### src/hw/spi_port_map.svh
/*
  Constants of the serial port: mode codes, control bit positions, reset values and rates.
  Assumes inclusion by bare name; definitions only.
*/
`ifndef SPI_PORT_MAP_SVH
`define SPI_PORT_MAP_SVH
`define MODE_MASTER_DIV4    4'h0
`define MODE_MASTER_DIV16   4'h1
`define MODE_MASTER_DIV64   4'h2
`define MODE_MASTER_TIMER   4'h3
`define MODE_SLAVE_SELECT   4'h4
`define MODE_SLAVE_FREE     4'h5
`define CTRL_ENABLE_BIT     5
`define CTRL_POLARITY_BIT   4
`define STAT_SAMPLE_BIT     7
`define STAT_EDGE_BIT       6
`define DIV4_HALF           6'h01
`define DIV16_HALF          6'h07
`define DIV64_HALF          6'h1f
`define BYTE_RESET          8'h00
`define BIT_LAST            3'h7
`endif

### src/hw/spi_port_pkg.sv
/*
  Types shared by the serial port files.
  Assumes the map header is included alongside where constants are needed.
*/
package spi_port_pkg;
  typedef enum logic [1:0] {IDLE, LEAD, TRAIL} master_state_t;
  typedef logic [7:0] byte_t;
endpackage

### src/hw/pin_sync.sv
/*
  Two-flop synchroniser for the external serial pins.
  Assumes inputs asynchronous to clk_sys.
*/
`timescale 1ns/1ps
module pin_sync #(
  parameter int WIDTH = 3
) (
  input  wire logic             clk_sys,
  input  wire logic             rst_n,
  input  wire logic [WIDTH-1:0] asyncIn,
  output logic      [WIDTH-1:0] syncOut
);
  logic [WIDTH-1:0] stage1Reg;
  always_ff @(posedge clk_sys) begin
    if (!rst_n) begin
      stage1Reg <= '0;
      syncOut   <= '0;
    end else begin
      stage1Reg <= asyncIn;
      syncOut   <= stage1Reg;
    end
  end
endmodule

### src/hw/rate_divider.sv
/*
  Master bit-clock tick generator: a tick every half bit period.
  Assumes timerTick is a one-cycle pulse from the period timer on clk_sys.
*/
`timescale 1ns/1ps
`include "spi_port_map.svh"
module rate_divider (
  input  wire logic       clk_sys,
  input  wire logic       rst_n,
  input  wire logic       run,
  input  wire logic [3:0] modeSel,
  input  wire logic       timerTick,
  output logic            halfTick
);
  logic [5:0] countReg;
  logic [5:0] limit;
  always_comb begin
    unique case (modeSel)
      `MODE_MASTER_DIV16: limit = `DIV16_HALF;
      `MODE_MASTER_DIV64: limit = `DIV64_HALF;
      default:            limit = `DIV4_HALF;
    endcase
  end
  // Timer rate: each timer pulse is half a bit, so the bit runs at timer output / 2
  always_ff @(posedge clk_sys) begin
    if (!rst_n || !run) begin
      countReg <= '0;
      halfTick <= 1'b0;
    end else if (modeSel == `MODE_MASTER_TIMER) begin
      countReg <= '0;
      halfTick <= timerTick;
    end else if (countReg == limit) begin
      countReg <= '0;
      halfTick <= 1'b1;
    end else begin
      countReg <= countReg + 6'h01;
      halfTick <= 1'b0;
    end
  end
endmodule

### src/hw/spi_master_slave_port.sv
/*
  Eight-bit serial port engine: master or slave, one shift register and a receive buffer.
  Assumes CPU strobes on clk_sys, serial pins asynchronous; settings held stable while enabled.
*/
`timescale 1ns/1ps
`include "spi_port_map.svh"
module spi_master_slave_port
  import spi_port_pkg::*;
(
  input  wire logic                clk_sys,
  input  wire logic                rst_n,
  input  wire logic                portEnable,
  input  wire logic                clockIdlePolarity,
  input  wire logic [3:0]          portModeSelect,
  input  wire logic                inputSamplePhase,
  input  wire logic                clockEdgeSelect,
  input  wire logic                sleepActive,
  input  wire logic                timerTick,
  input  wire logic                bufWrite,
  input  wire spi_port_pkg::byte_t bufWriteData,
  input  wire logic                bufRead,
  input  wire logic                irqClear,
  input  wire logic                collisionClear,
  input  wire logic                sdiPin,
  input  wire logic                sckPinIn,
  input  wire logic                selectPin_n,
  output spi_port_pkg::byte_t      portDataBuffer,
  output logic                     bufferFullFlag,
  output logic                     portIrqFlag,
  output logic                     writeCollisionFlag,
  output logic                     wakeRequest,
  output logic                     busy,
  output logic                     sdoOut,
  output logic                     sdoOe_n,
  output logic                     sckOut,
  output logic                     sckOe_n
);
  import spi_port_pkg::*;

  logic [2:0]    syncPins;
  logic          sdiSync;
  logic          sckSync;
  logic          selSync_n;
  logic          sckPrevReg;
  byte_t         portShiftReg;
  logic [2:0]    bitCountReg;
  logic          sampledBitReg;
  logic          activeReg;
  master_state_t mStateReg;
  logic          halfTick;
  logic          isMaster;
  logic          selMode;
  logic          slaveHold;
  logic          sckRise;
  logic          sckFall;
  logic          leadEdge;
  logic          trailEdge;
  logic          sampleEvt;
  logic          shiftEvt;
  logic          lastSample;
  logic          byteDone;
  logic          acceptWrite;
  logic          xferBusy;

  pin_sync #(.WIDTH(3)) u_sync (
    .clk_sys (clk_sys),
    .rst_n   (rst_n),
    .asyncIn ({sdiPin, sckPinIn, selectPin_n}),
    .syncOut (syncPins)
  );
  assign sdiSync   = syncPins[2];
  assign sckSync   = syncPins[1];
  assign selSync_n = syncPins[0];


  // Codes 0 to 3 are the master rates; everything above is a slave role
  assign isMaster = portModeSelect <= `MODE_MASTER_TIMER;
  assign selMode  = portModeSelect == `MODE_SLAVE_SELECT;
  // Bit count and slave activity held in reset while disabled or deselected
  assign slaveHold = !portEnable || (selMode && selSync_n);


  // Divider stops with the transfer, so each byte in the divided modes starts on a full half bit; timer mode follows the free-running timer pulse
  rate_divider u_rate (
    .clk_sys   (clk_sys),
    .rst_n     (rst_n),
    .run       (portEnable && isMaster && activeReg && !sleepActive),
    .modeSel   (portModeSelect),
    .timerTick (timerTick),
    .halfTick  (halfTick)
  );

  always_ff @(posedge clk_sys) begin
    if (!rst_n) begin
      sckPrevReg <= 1'b0;
    end else begin
      sckPrevReg <= sckSync;
    end
  end
  assign sckRise = sckSync && !sckPrevReg;
  assign sckFall = !sckSync && sckPrevReg;


  // Leading edge leaves the idle level; trailing edge returns to it
  always_comb begin
    if (isMaster) begin
      leadEdge  = halfTick && (mStateReg == LEAD);
      trailEdge = halfTick && (mStateReg == TRAIL);
    end else begin
      leadEdge  = !slaveHold && (clockIdlePolarity ? sckFall : sckRise);
      trailEdge = !slaveHold && (clockIdlePolarity ? sckRise : sckFall);
    end
  end


  // Edge bit set: data driven ahead of the lead edge, shifted on trail; else shifted on lead
  // Sample at mid bit (opposite of shift edge) or, master only, at end of the bit time
  always_comb begin
    shiftEvt  = clockEdgeSelect ? trailEdge : leadEdge;
    sampleEvt = clockEdgeSelect ? leadEdge : trailEdge;
    if (isMaster && inputSamplePhase) begin
      sampleEvt = shiftEvt;
    end
  end
  assign lastSample = (bitCountReg == `BIT_LAST);


  // End-of-bit sampling takes the bit on the shift edge itself, after the final clock
  // A slave with the edge bit set finishes on the eighth trailing edge, from the held sample
  always_comb begin
    if (isMaster && inputSamplePhase) begin
      byteDone = activeReg && trailEdge && lastSample;
    end else begin
      byteDone = activeReg && lastSample && ((isMaster || !clockEdgeSelect) ? sampleEvt : trailEdge);
    end
  end


  assign acceptWrite = bufWrite && !activeReg && portEnable;

  always_ff @(posedge clk_sys) begin
    if (!rst_n) begin
      mStateReg <= IDLE;
    end else if (!portEnable || !isMaster) begin
      mStateReg <= IDLE;
    end else begin
      unique case (mStateReg)
        IDLE:  if (acceptWrite) mStateReg <= LEAD;
        LEAD:  if (halfTick) mStateReg <= TRAIL;
        TRAIL: if (halfTick) mStateReg <= (bitCountReg == `BIT_LAST) ? IDLE : LEAD;
      endcase
    end
  end


  // Slave is armed to shift whenever enabled and not deselected; master becomes active by a buffer write
  always_ff @(posedge clk_sys) begin
    if (!rst_n) begin
      activeReg <= 1'b0;
    end else if (isMaster) begin
      if (!portEnable) begin
        activeReg <= 1'b0;
      end else if (acceptWrite) begin
        activeReg <= 1'b1;
      end else if (halfTick && mStateReg == TRAIL && lastSample) begin
        activeReg <= 1'b0;
      end
    end else begin
      activeReg <= !slaveHold;
    end
  end
  assign xferBusy = isMaster ? activeReg : (activeReg && bitCountReg != 3'h0);

  // Status copy of the busy state lags by one cycle; write refusal uses the live term
  always_ff @(posedge clk_sys) begin
    if (!rst_n) begin
      busy <= 1'b0;
    end else begin
      busy <= xferBusy;
    end
  end

  // Shift register: loaded only through the buffer write path
  always_ff @(posedge clk_sys) begin
    if (!rst_n) begin
      portShiftReg  <= `BYTE_RESET;
      sampledBitReg <= 1'b0;
    end else if (bufWrite && !xferBusy && portEnable) begin
      portShiftReg  <= bufWriteData;
    end else if (activeReg) begin
      if (sampleEvt) begin
        sampledBitReg <= sdiSync;
      end
      if (isMaster && inputSamplePhase && shiftEvt) begin
        portShiftReg <= {portShiftReg[6:0], sdiSync};
      end else if (!(isMaster && inputSamplePhase) && shiftEvt) begin
        portShiftReg <= {portShiftReg[6:0], sampleEvt ? sdiSync : sampledBitReg};
      end
    end
  end

  always_ff @(posedge clk_sys) begin
    if (!rst_n) begin
      bitCountReg <= 3'h0;
    end else if (slaveHold || (isMaster && !activeReg)) begin
      bitCountReg <= 3'h0;
    end else if (activeReg && trailEdge) begin
      bitCountReg <= bitCountReg + 3'h1;
    end
  end


  // Buffer copy uses the last bit's sample (live, or held for a slave with the edge bit set) so the byte is complete on this cycle
  always_ff @(posedge clk_sys) begin
    if (!rst_n) begin
      portDataBuffer <= `BYTE_RESET;
    end else if (byteDone) begin
      portDataBuffer <= (isMaster && inputSamplePhase) ? {portShiftReg[6:0], sdiSync}
                      : {portShiftReg[6:0], sampleEvt ? sdiSync : sampledBitReg};
    end
  end


  // Set wins over clear for every flag
  always_ff @(posedge clk_sys) begin
    if (!rst_n) begin
      bufferFullFlag <= 1'b0;
    end else if (byteDone) begin
      bufferFullFlag <= 1'b1;
    end else if (bufRead) begin
      bufferFullFlag <= 1'b0;
    end
  end

  always_ff @(posedge clk_sys) begin
    if (!rst_n) begin
      portIrqFlag <= 1'b0;
    end else if (byteDone) begin
      portIrqFlag <= 1'b1;
    end else if (irqClear) begin
      portIrqFlag <= 1'b0;
    end
  end

  always_ff @(posedge clk_sys) begin
    if (!rst_n) begin
      wakeRequest <= 1'b0;
    end else begin
      wakeRequest <= byteDone && sleepActive && !isMaster;
    end
  end

  always_ff @(posedge clk_sys) begin
    if (!rst_n) begin
      writeCollisionFlag <= 1'b0;
    end else if (bufWrite && xferBusy && portEnable) begin
      writeCollisionFlag <= 1'b1;
    end else if (collisionClear) begin
      writeCollisionFlag <= 1'b0;
    end
  end


  // Pins: direction override beyond enable is left to the port direction logic
  always_ff @(posedge clk_sys) begin
    if (!rst_n) begin
      sckOut  <= 1'b0;
      sckOe_n <= 1'b1;
      sdoOut  <= 1'b0;
      sdoOe_n <= 1'b1;
    end else begin
      sckOe_n <= !(portEnable && isMaster);
      sckOut  <= clockIdlePolarity ^ (mStateReg == TRAIL);
      sdoOut  <= portShiftReg[7];
      sdoOe_n <= !(portEnable && !(selMode && selSync_n));
    end
  end

  a_full_on_done: assert property (@(posedge clk_sys) disable iff (!rst_n)
    byteDone |=> bufferFullFlag && portIrqFlag) else $error("byte done did not set flags");
  a_read_clears_full: assert property (@(posedge clk_sys) disable iff (!rst_n)
    bufRead && !byteDone |=> !bufferFullFlag) else $error("read did not clear full");
  a_collision_set: assert property (@(posedge clk_sys) disable iff (!rst_n)
    bufWrite && xferBusy && portEnable |=> writeCollisionFlag) else $error("collision missed");
  a_collision_sticky: assert property (@(posedge clk_sys) disable iff (!rst_n)
    writeCollisionFlag && !collisionClear |=> writeCollisionFlag) else $error("collision lost");
  a_irq_sticky: assert property (@(posedge clk_sys) disable iff (!rst_n)
    portIrqFlag && !irqClear |=> portIrqFlag) else $error("irq flag dropped");
  a_buffer_kept: assert property (@(posedge clk_sys) disable iff (!rst_n)
    !byteDone |=> $stable(portDataBuffer)) else $error("buffer changed outside done");
  a_select_release: assert property (@(posedge clk_sys) disable iff (!rst_n)
    selMode && selSync_n |=> sdoOe_n) else $error("data out still driven");
  a_hold_counter: assert property (@(posedge clk_sys) disable iff (!rst_n)
    slaveHold |=> bitCountReg == 3'h0) else $error("counter not cleared");
  a_master_starts: assert property (@(posedge clk_sys) disable iff (!rst_n)
    acceptWrite && isMaster |=> activeReg && mStateReg == LEAD) else $error("write did not start");
  a_idle_level: assert property (@(posedge clk_sys) disable iff (!rst_n)
    isMaster && mStateReg == IDLE |=> sckOut == $past(clockIdlePolarity))
    else $error("clock not idle");
  a_sleep_freeze: assert property (@(posedge clk_sys) disable iff (!rst_n)
    isMaster && sleepActive && portEnable && $past(sleepActive) |-> !halfTick)
    else $error("master ran in sleep");

  a_busy_registered: assert property (@(posedge clk_sys) disable iff (!rst_n)
    1'b1 |=> busy == $past(xferBusy)) else $error("busy status out of step");
  a_disable_idle: assert property (@(posedge clk_sys) disable iff (!rst_n)
    !portEnable |=> !activeReg) else $error("port active while disabled");
  a_shift_msb: assert property (@(posedge clk_sys) disable iff (!rst_n)
    activeReg && shiftEvt && !(bufWrite && !xferBusy && portEnable) |=> portShiftReg[7] == $past(portShiftReg[6]))
    else $error("shift not toward the top bit");
  a_sdo_msb: assert property (@(posedge clk_sys) disable iff (!rst_n)
    1'b1 |=> sdoOut == $past(portShiftReg[7])) else $error("data out not top bit");
  a_wake_pulse: assert property (@(posedge clk_sys) disable iff (!rst_n)
    byteDone && sleepActive && !isMaster |=> wakeRequest) else $error("no wake on slave byte");
  a_bit_advance: assert property (@(posedge clk_sys) disable iff (!rst_n)
    activeReg && trailEdge && !slaveHold |=> bitCountReg == $past(bitCountReg) + 3'h1)
    else $error("bit counter did not advance");
  a_sck_owner: assert property (@(posedge clk_sys) disable iff (!rst_n)
    portEnable && isMaster |=> !sckOe_n) else $error("master clock not driven");

  c_master_byte: cover property (@(posedge clk_sys) disable iff (!rst_n) byteDone && isMaster);
  c_slave_byte:  cover property (@(posedge clk_sys) disable iff (!rst_n) byteDone && !isMaster);
  c_collision:   cover property (@(posedge clk_sys) disable iff (!rst_n) bufWrite && xferBusy);
  c_slave_wake:  cover property (@(posedge clk_sys) disable iff (!rst_n) wakeRequest);
endmodule

### config.mk
export PLATFORM = sky130hd
export DESIGN_NAME = spi_master_slave_port
export DESIGN_NICKNAME = d
export VERILOG_FILES = /design/src/hw/spi_port_pkg.sv /design/src/hw/pin_sync.sv /design/src/hw/rate_divider.sv /design/src/hw/spi_master_slave_port.sv
export VERILOG_INCLUDE_DIRS = /design/src /design/src/hw
export SDC_FILE = /design/constraint.sdc
export NUM_CORES = 1
export LEC_CHECK = 0
export CAP_MARGIN = 20
export CORE_MARGIN = 2
export CORE_UTILIZATION = 60
export DETAILED_ROUTE_END_ITERATION = 6
export DONT_BUFFER_PORTS = 1
export PLACE_DENSITY = 0.76
export SYNTH_ARGS = -nofsm -noshare
export SYNTH_HDL_FRONTEND = slang
export SYNTH_SLANG_ARGS = --single-unit
### constraint.sdc
create_clock -name clk_sys -period 4.7 [get_ports clk_sys]
set_input_delay 0.94 -clock clk_sys [delete_from_list [all_inputs] [get_ports clk_sys]]
set_output_delay 0.94 -clock clk_sys [all_outputs]
set_load 0.005 [all_outputs]
==> impl_metrics.csv <==
group,metric,value,unit
status,status,"finished, final reports clean",
clock_tree,ctsResizeCount,0,
clock_tree,tritoncts,"built",
timing,maxSlewViolCount,0,
drt,post_drt_wl_per_cell,14.33,um
worst_setup_path,cp_slowest_cell,"nor2_1",
layout,final_cells,277,
floorplan,start_util,62.83,%
min_path,hold_end,"u_sync.syncOut[0]$_SDFF_PN0_",
synth,async_reset_ff_share,0,%
clock_tree,clockBufferDepth,2,
drt,remaining_drc_errors,0,
min_path,holdPathStages,1,
placement,postPlaceCellArea,0.002131,mm2
power,switchingPower,0.1547,mW
worst_setup_path,arrival,2.80,ns
clock_tree,cts_hold_buf,0,
worst_setup_path,r2r_cells,6,
floorplan,die_h,63.35,um
worst_setup_path,cp_num_buf_inv,0,
placement,dp_slack,1.755,ns
placement,gp_congestion,0.8073,
synth,synth_top_cell_area_share,43.58,%
grt,antenna_found_initial,0,
timing,tightest_slew,0.7949,ns
synth,netlist_instances,231,
grt,top_usage_layer,"met2",
placement,io_buffers,0,
synth,synth_area_leaders,"dfxtp_1 44%, mux2i_1 7.6%, nand2_1 4.8%",
clock_tree,htreeDepth,2,
synth,ys_seq_area_share,43.58,%
timing,tns,0,ns
layout,area_growth_syn_to_layout,4.559,%
worst_setup_path,r2r_end,"portDataBuffer[0]$_SDFFE_PN0P_",
clock_tree,cts-root-buf,"clkbuf_4",
timing,hold_viol,0,
worst_setup_path,crit_path_end_kind,"flip-flop",
timing,timing.slew.headroom,46.81,%
drt,drtIter0Drc,99,
timing,max_freq,0.3962,GHz
min_path,min_from,"u_sync.stage1Reg[0]$_SDFF_PN0_",
layout,design_area,0.002210,mm2
worst_setup_path,critical_path.max_stage_delay,0.60,ns
timing,fin_crit,2.524,ns
power,power.share.clock,34.7,%
grt,grt_usage,22.29,%
synth,ys.flop_type,"dfxtp_1",
worst_setup_path,cp_cell_sequence,"nor2_1 > nand3_1 > o21ai_2 > a41oi_2 > o221a_1",
grt,met3_usage,5.893,%
power,p_per_area,310.6,mW/mm2
timing,setup_ws,2.176,ns
timing,grt_setup_unrepaired,"no",
power,p_seq_share,59.3,%
timing,final.setup_skew,0.01601,ns
drt,wirelength,3969,um
power,p_leak,0.8810,nW
grt,grt_max_degree,39,
floorplan,dieArea,0.004013,mm2
synth,synth.avg_cell_area,9.148,um2
clock_tree,post-cts-setup-buffers,0,
synth,yosysMostFrequentCell,"dfxtp_1",
drt,ant_nets,0,
timing,setup_viol,0,
clock_tree,numCtsBuffers,5,
worst_setup_path,crit_family,"compound AO/OA/AOI/OAI gates",
min_path,hold_class,"flip-flop to flip-flop",
floorplan,ios,44,
power,intPower,0.5316,mW
worst_setup_path,timing.rr.start,"mStateReg[1]$_SDFFE_PP0P_",
grt,grt_pass1_wl,7072,um
grt,grt_use_met2,37.11,%
floorplan,core,0.003363,mm2
grt,grt_overflow,0,
worst_setup_path,cp.required,4.98,ns
power,ir_drop,0.0003002,V
layout,drive_gt1_share,9.091,%
synth,synth_top_cell_by_area,"dfxtp_1",
synth,syn_area,0.002113,mm2
clock_tree,insertion_delay,0.37,ns
drt,vias,1574,
placement,dp_cells,269,
placement,hpwl,2876,um
worst_setup_path,ff2ff_setup_slack,2.57,ns
timing,fin_crit_sh,53.70,%
worst_setup_path,crit_type,"primary input to flip-flop",
layout,diodes,0,
synth,synth_cell_types,46,
flow_run,maxCapViolCount,0,
clock_tree,path_clk_slew,0.13,ns
synth,synth-edff-count,0,
worst_setup_path,cp-startpoint,"portModeSelect[2]",
power,switching_share,22.54,%
synth,synth_nets,262,
floorplan,row_count,21,
synth,synth_common_cells,"46 x dfxtp_1, 27 x nand2_1, 18 x nor2_1",
power,combPwrFrac,6.0,%
floorplan,die_w,63.35,um
grt,grtUsageMet1,26.98,%
synth,ys_seq_elements,46,
worst_setup_path,critPathLaunchType,"primary input",
synth,ys_warn_count,0,
layout,fillers,317,
clock_tree,cts_sinks,46,
drt,drt_pre_antenna_iters,4,
layout,nets,261,
drt,routed_via_density,5.682,
grt,grt_pass1_vias,1593,
worst_setup_path,path_max_fanout,13,
area by class of cell:
cell class | instances | area [um2] | share of cell area, %
Clock buffer | 6 | 41.29 | 1.869
Tap cell | 46 | 57.56 | 2.605
Sequential cell | 46 | 920.9 | 41.68
Clock inverter | 2 | 37.54 | 1.699
Multi-Input combinational cell | 168 | 1119 | 50.62
Inverter | 9 | 33.78 | 1.529
stage by stage:
| step | utilization [%] | hold slack (ns) | total power, mW |
|---|---|---|---|
| floorplan | - | 0.4119 | 0.4531 |
| global placement | 63.36 | 0.4191 | 0.4551 |
| detailed placement | 63.36 | 0.4223 | 0.4566 |
| CTS | 65.70 | 0.4532 | 0.6944 |
| global route | 65.70 | 0.4626 | 0.7144 |
| finish | 65.70 | 0.4489 | 0.6863 |
cells by family after synthesis:
| kind of cell | after synthesis | synth area share, % |
|---|---|---|
| fa+ha+maj | 4 | 2.368 |
| simple gates | 87 | 21.26 |
| mux | 21 | 10.36 |
| flops | 46 | 43.58 |
| buf+inv | 17 | 3.493 |
| xor+xnor | 10 | 4.144 |
| compound gates | 46 | 14.80 |
layout by cell type, fill, tap and decap left out, types with 6 or more instances in the layout:
cell type,n
xnor2_1,6
a21oi_1,16
dfxtp_1,46
mux2i_1,16
nor2_1,18
and2_1,8
o21ai_0,13
nand3_1,10
inv_1,9
nand2_1,27
worst reg2reg max path, delay by kind of cell, from the launching register on:
family             cells  cell delay [ns]
muxes                  1             0.19
AOI/OAI and AO/OA      3             0.97
DFF                    1             0.40
and+or+nand+nor        2             0.50
how the worst max path moves through the flow:
stage	endpoint	depth (start not counted)
6_report	portDataBuffer[0]$_SDFFE_PN0P_	5
5_1_grt	portDataBuffer[0]$_SDFFE_PN0P_	5
4_1_cts	portDataBuffer[4]$_SDFFE_PN0P_	6
3_5_place_dp	portDataBuffer[0]$_SDFFE_PN0P_	5
3_3_place_gp	portDataBuffer[0]$_SDFFE_PN0P_	5
2_1_floorplan	portDataBuffer[0]$_SDFFE_PN0P_	6
per-layer routing:
metal | share of wire (%) | vias up
met1 | 45 | 728
met5 | 0 | -
met4 | 1.6 | 0
li1 | - | 800
met2 | 48 | 40
met3 | 5.6 | 6
state kept, by name, summed over array words and instances, names as in the netlist, 2 cells and up:
signal / flops
bitCountReg: 3
mStateReg: 2
portDataBuffer: 8
portShiftReg: 8
u_rate.countReg: 6
u_sync.stage1Reg: 3
u_sync.syncOut: 3
power groups by stage:
stage	clock network, mW	registers [mW]	logic (mW)
2_1_floorplan	0	0.413	0.0401
3_3_place_gp	0	0.415	0.0397
3_5_place_dp	0	0.416	0.0407
4_1_cts	0.246	0.407	0.0410
5_1_grt	0.259	0.409	0.0466
6_report	0.238	0.407	0.0409
No activity file was read; power rests on OpenSTA's default activity.
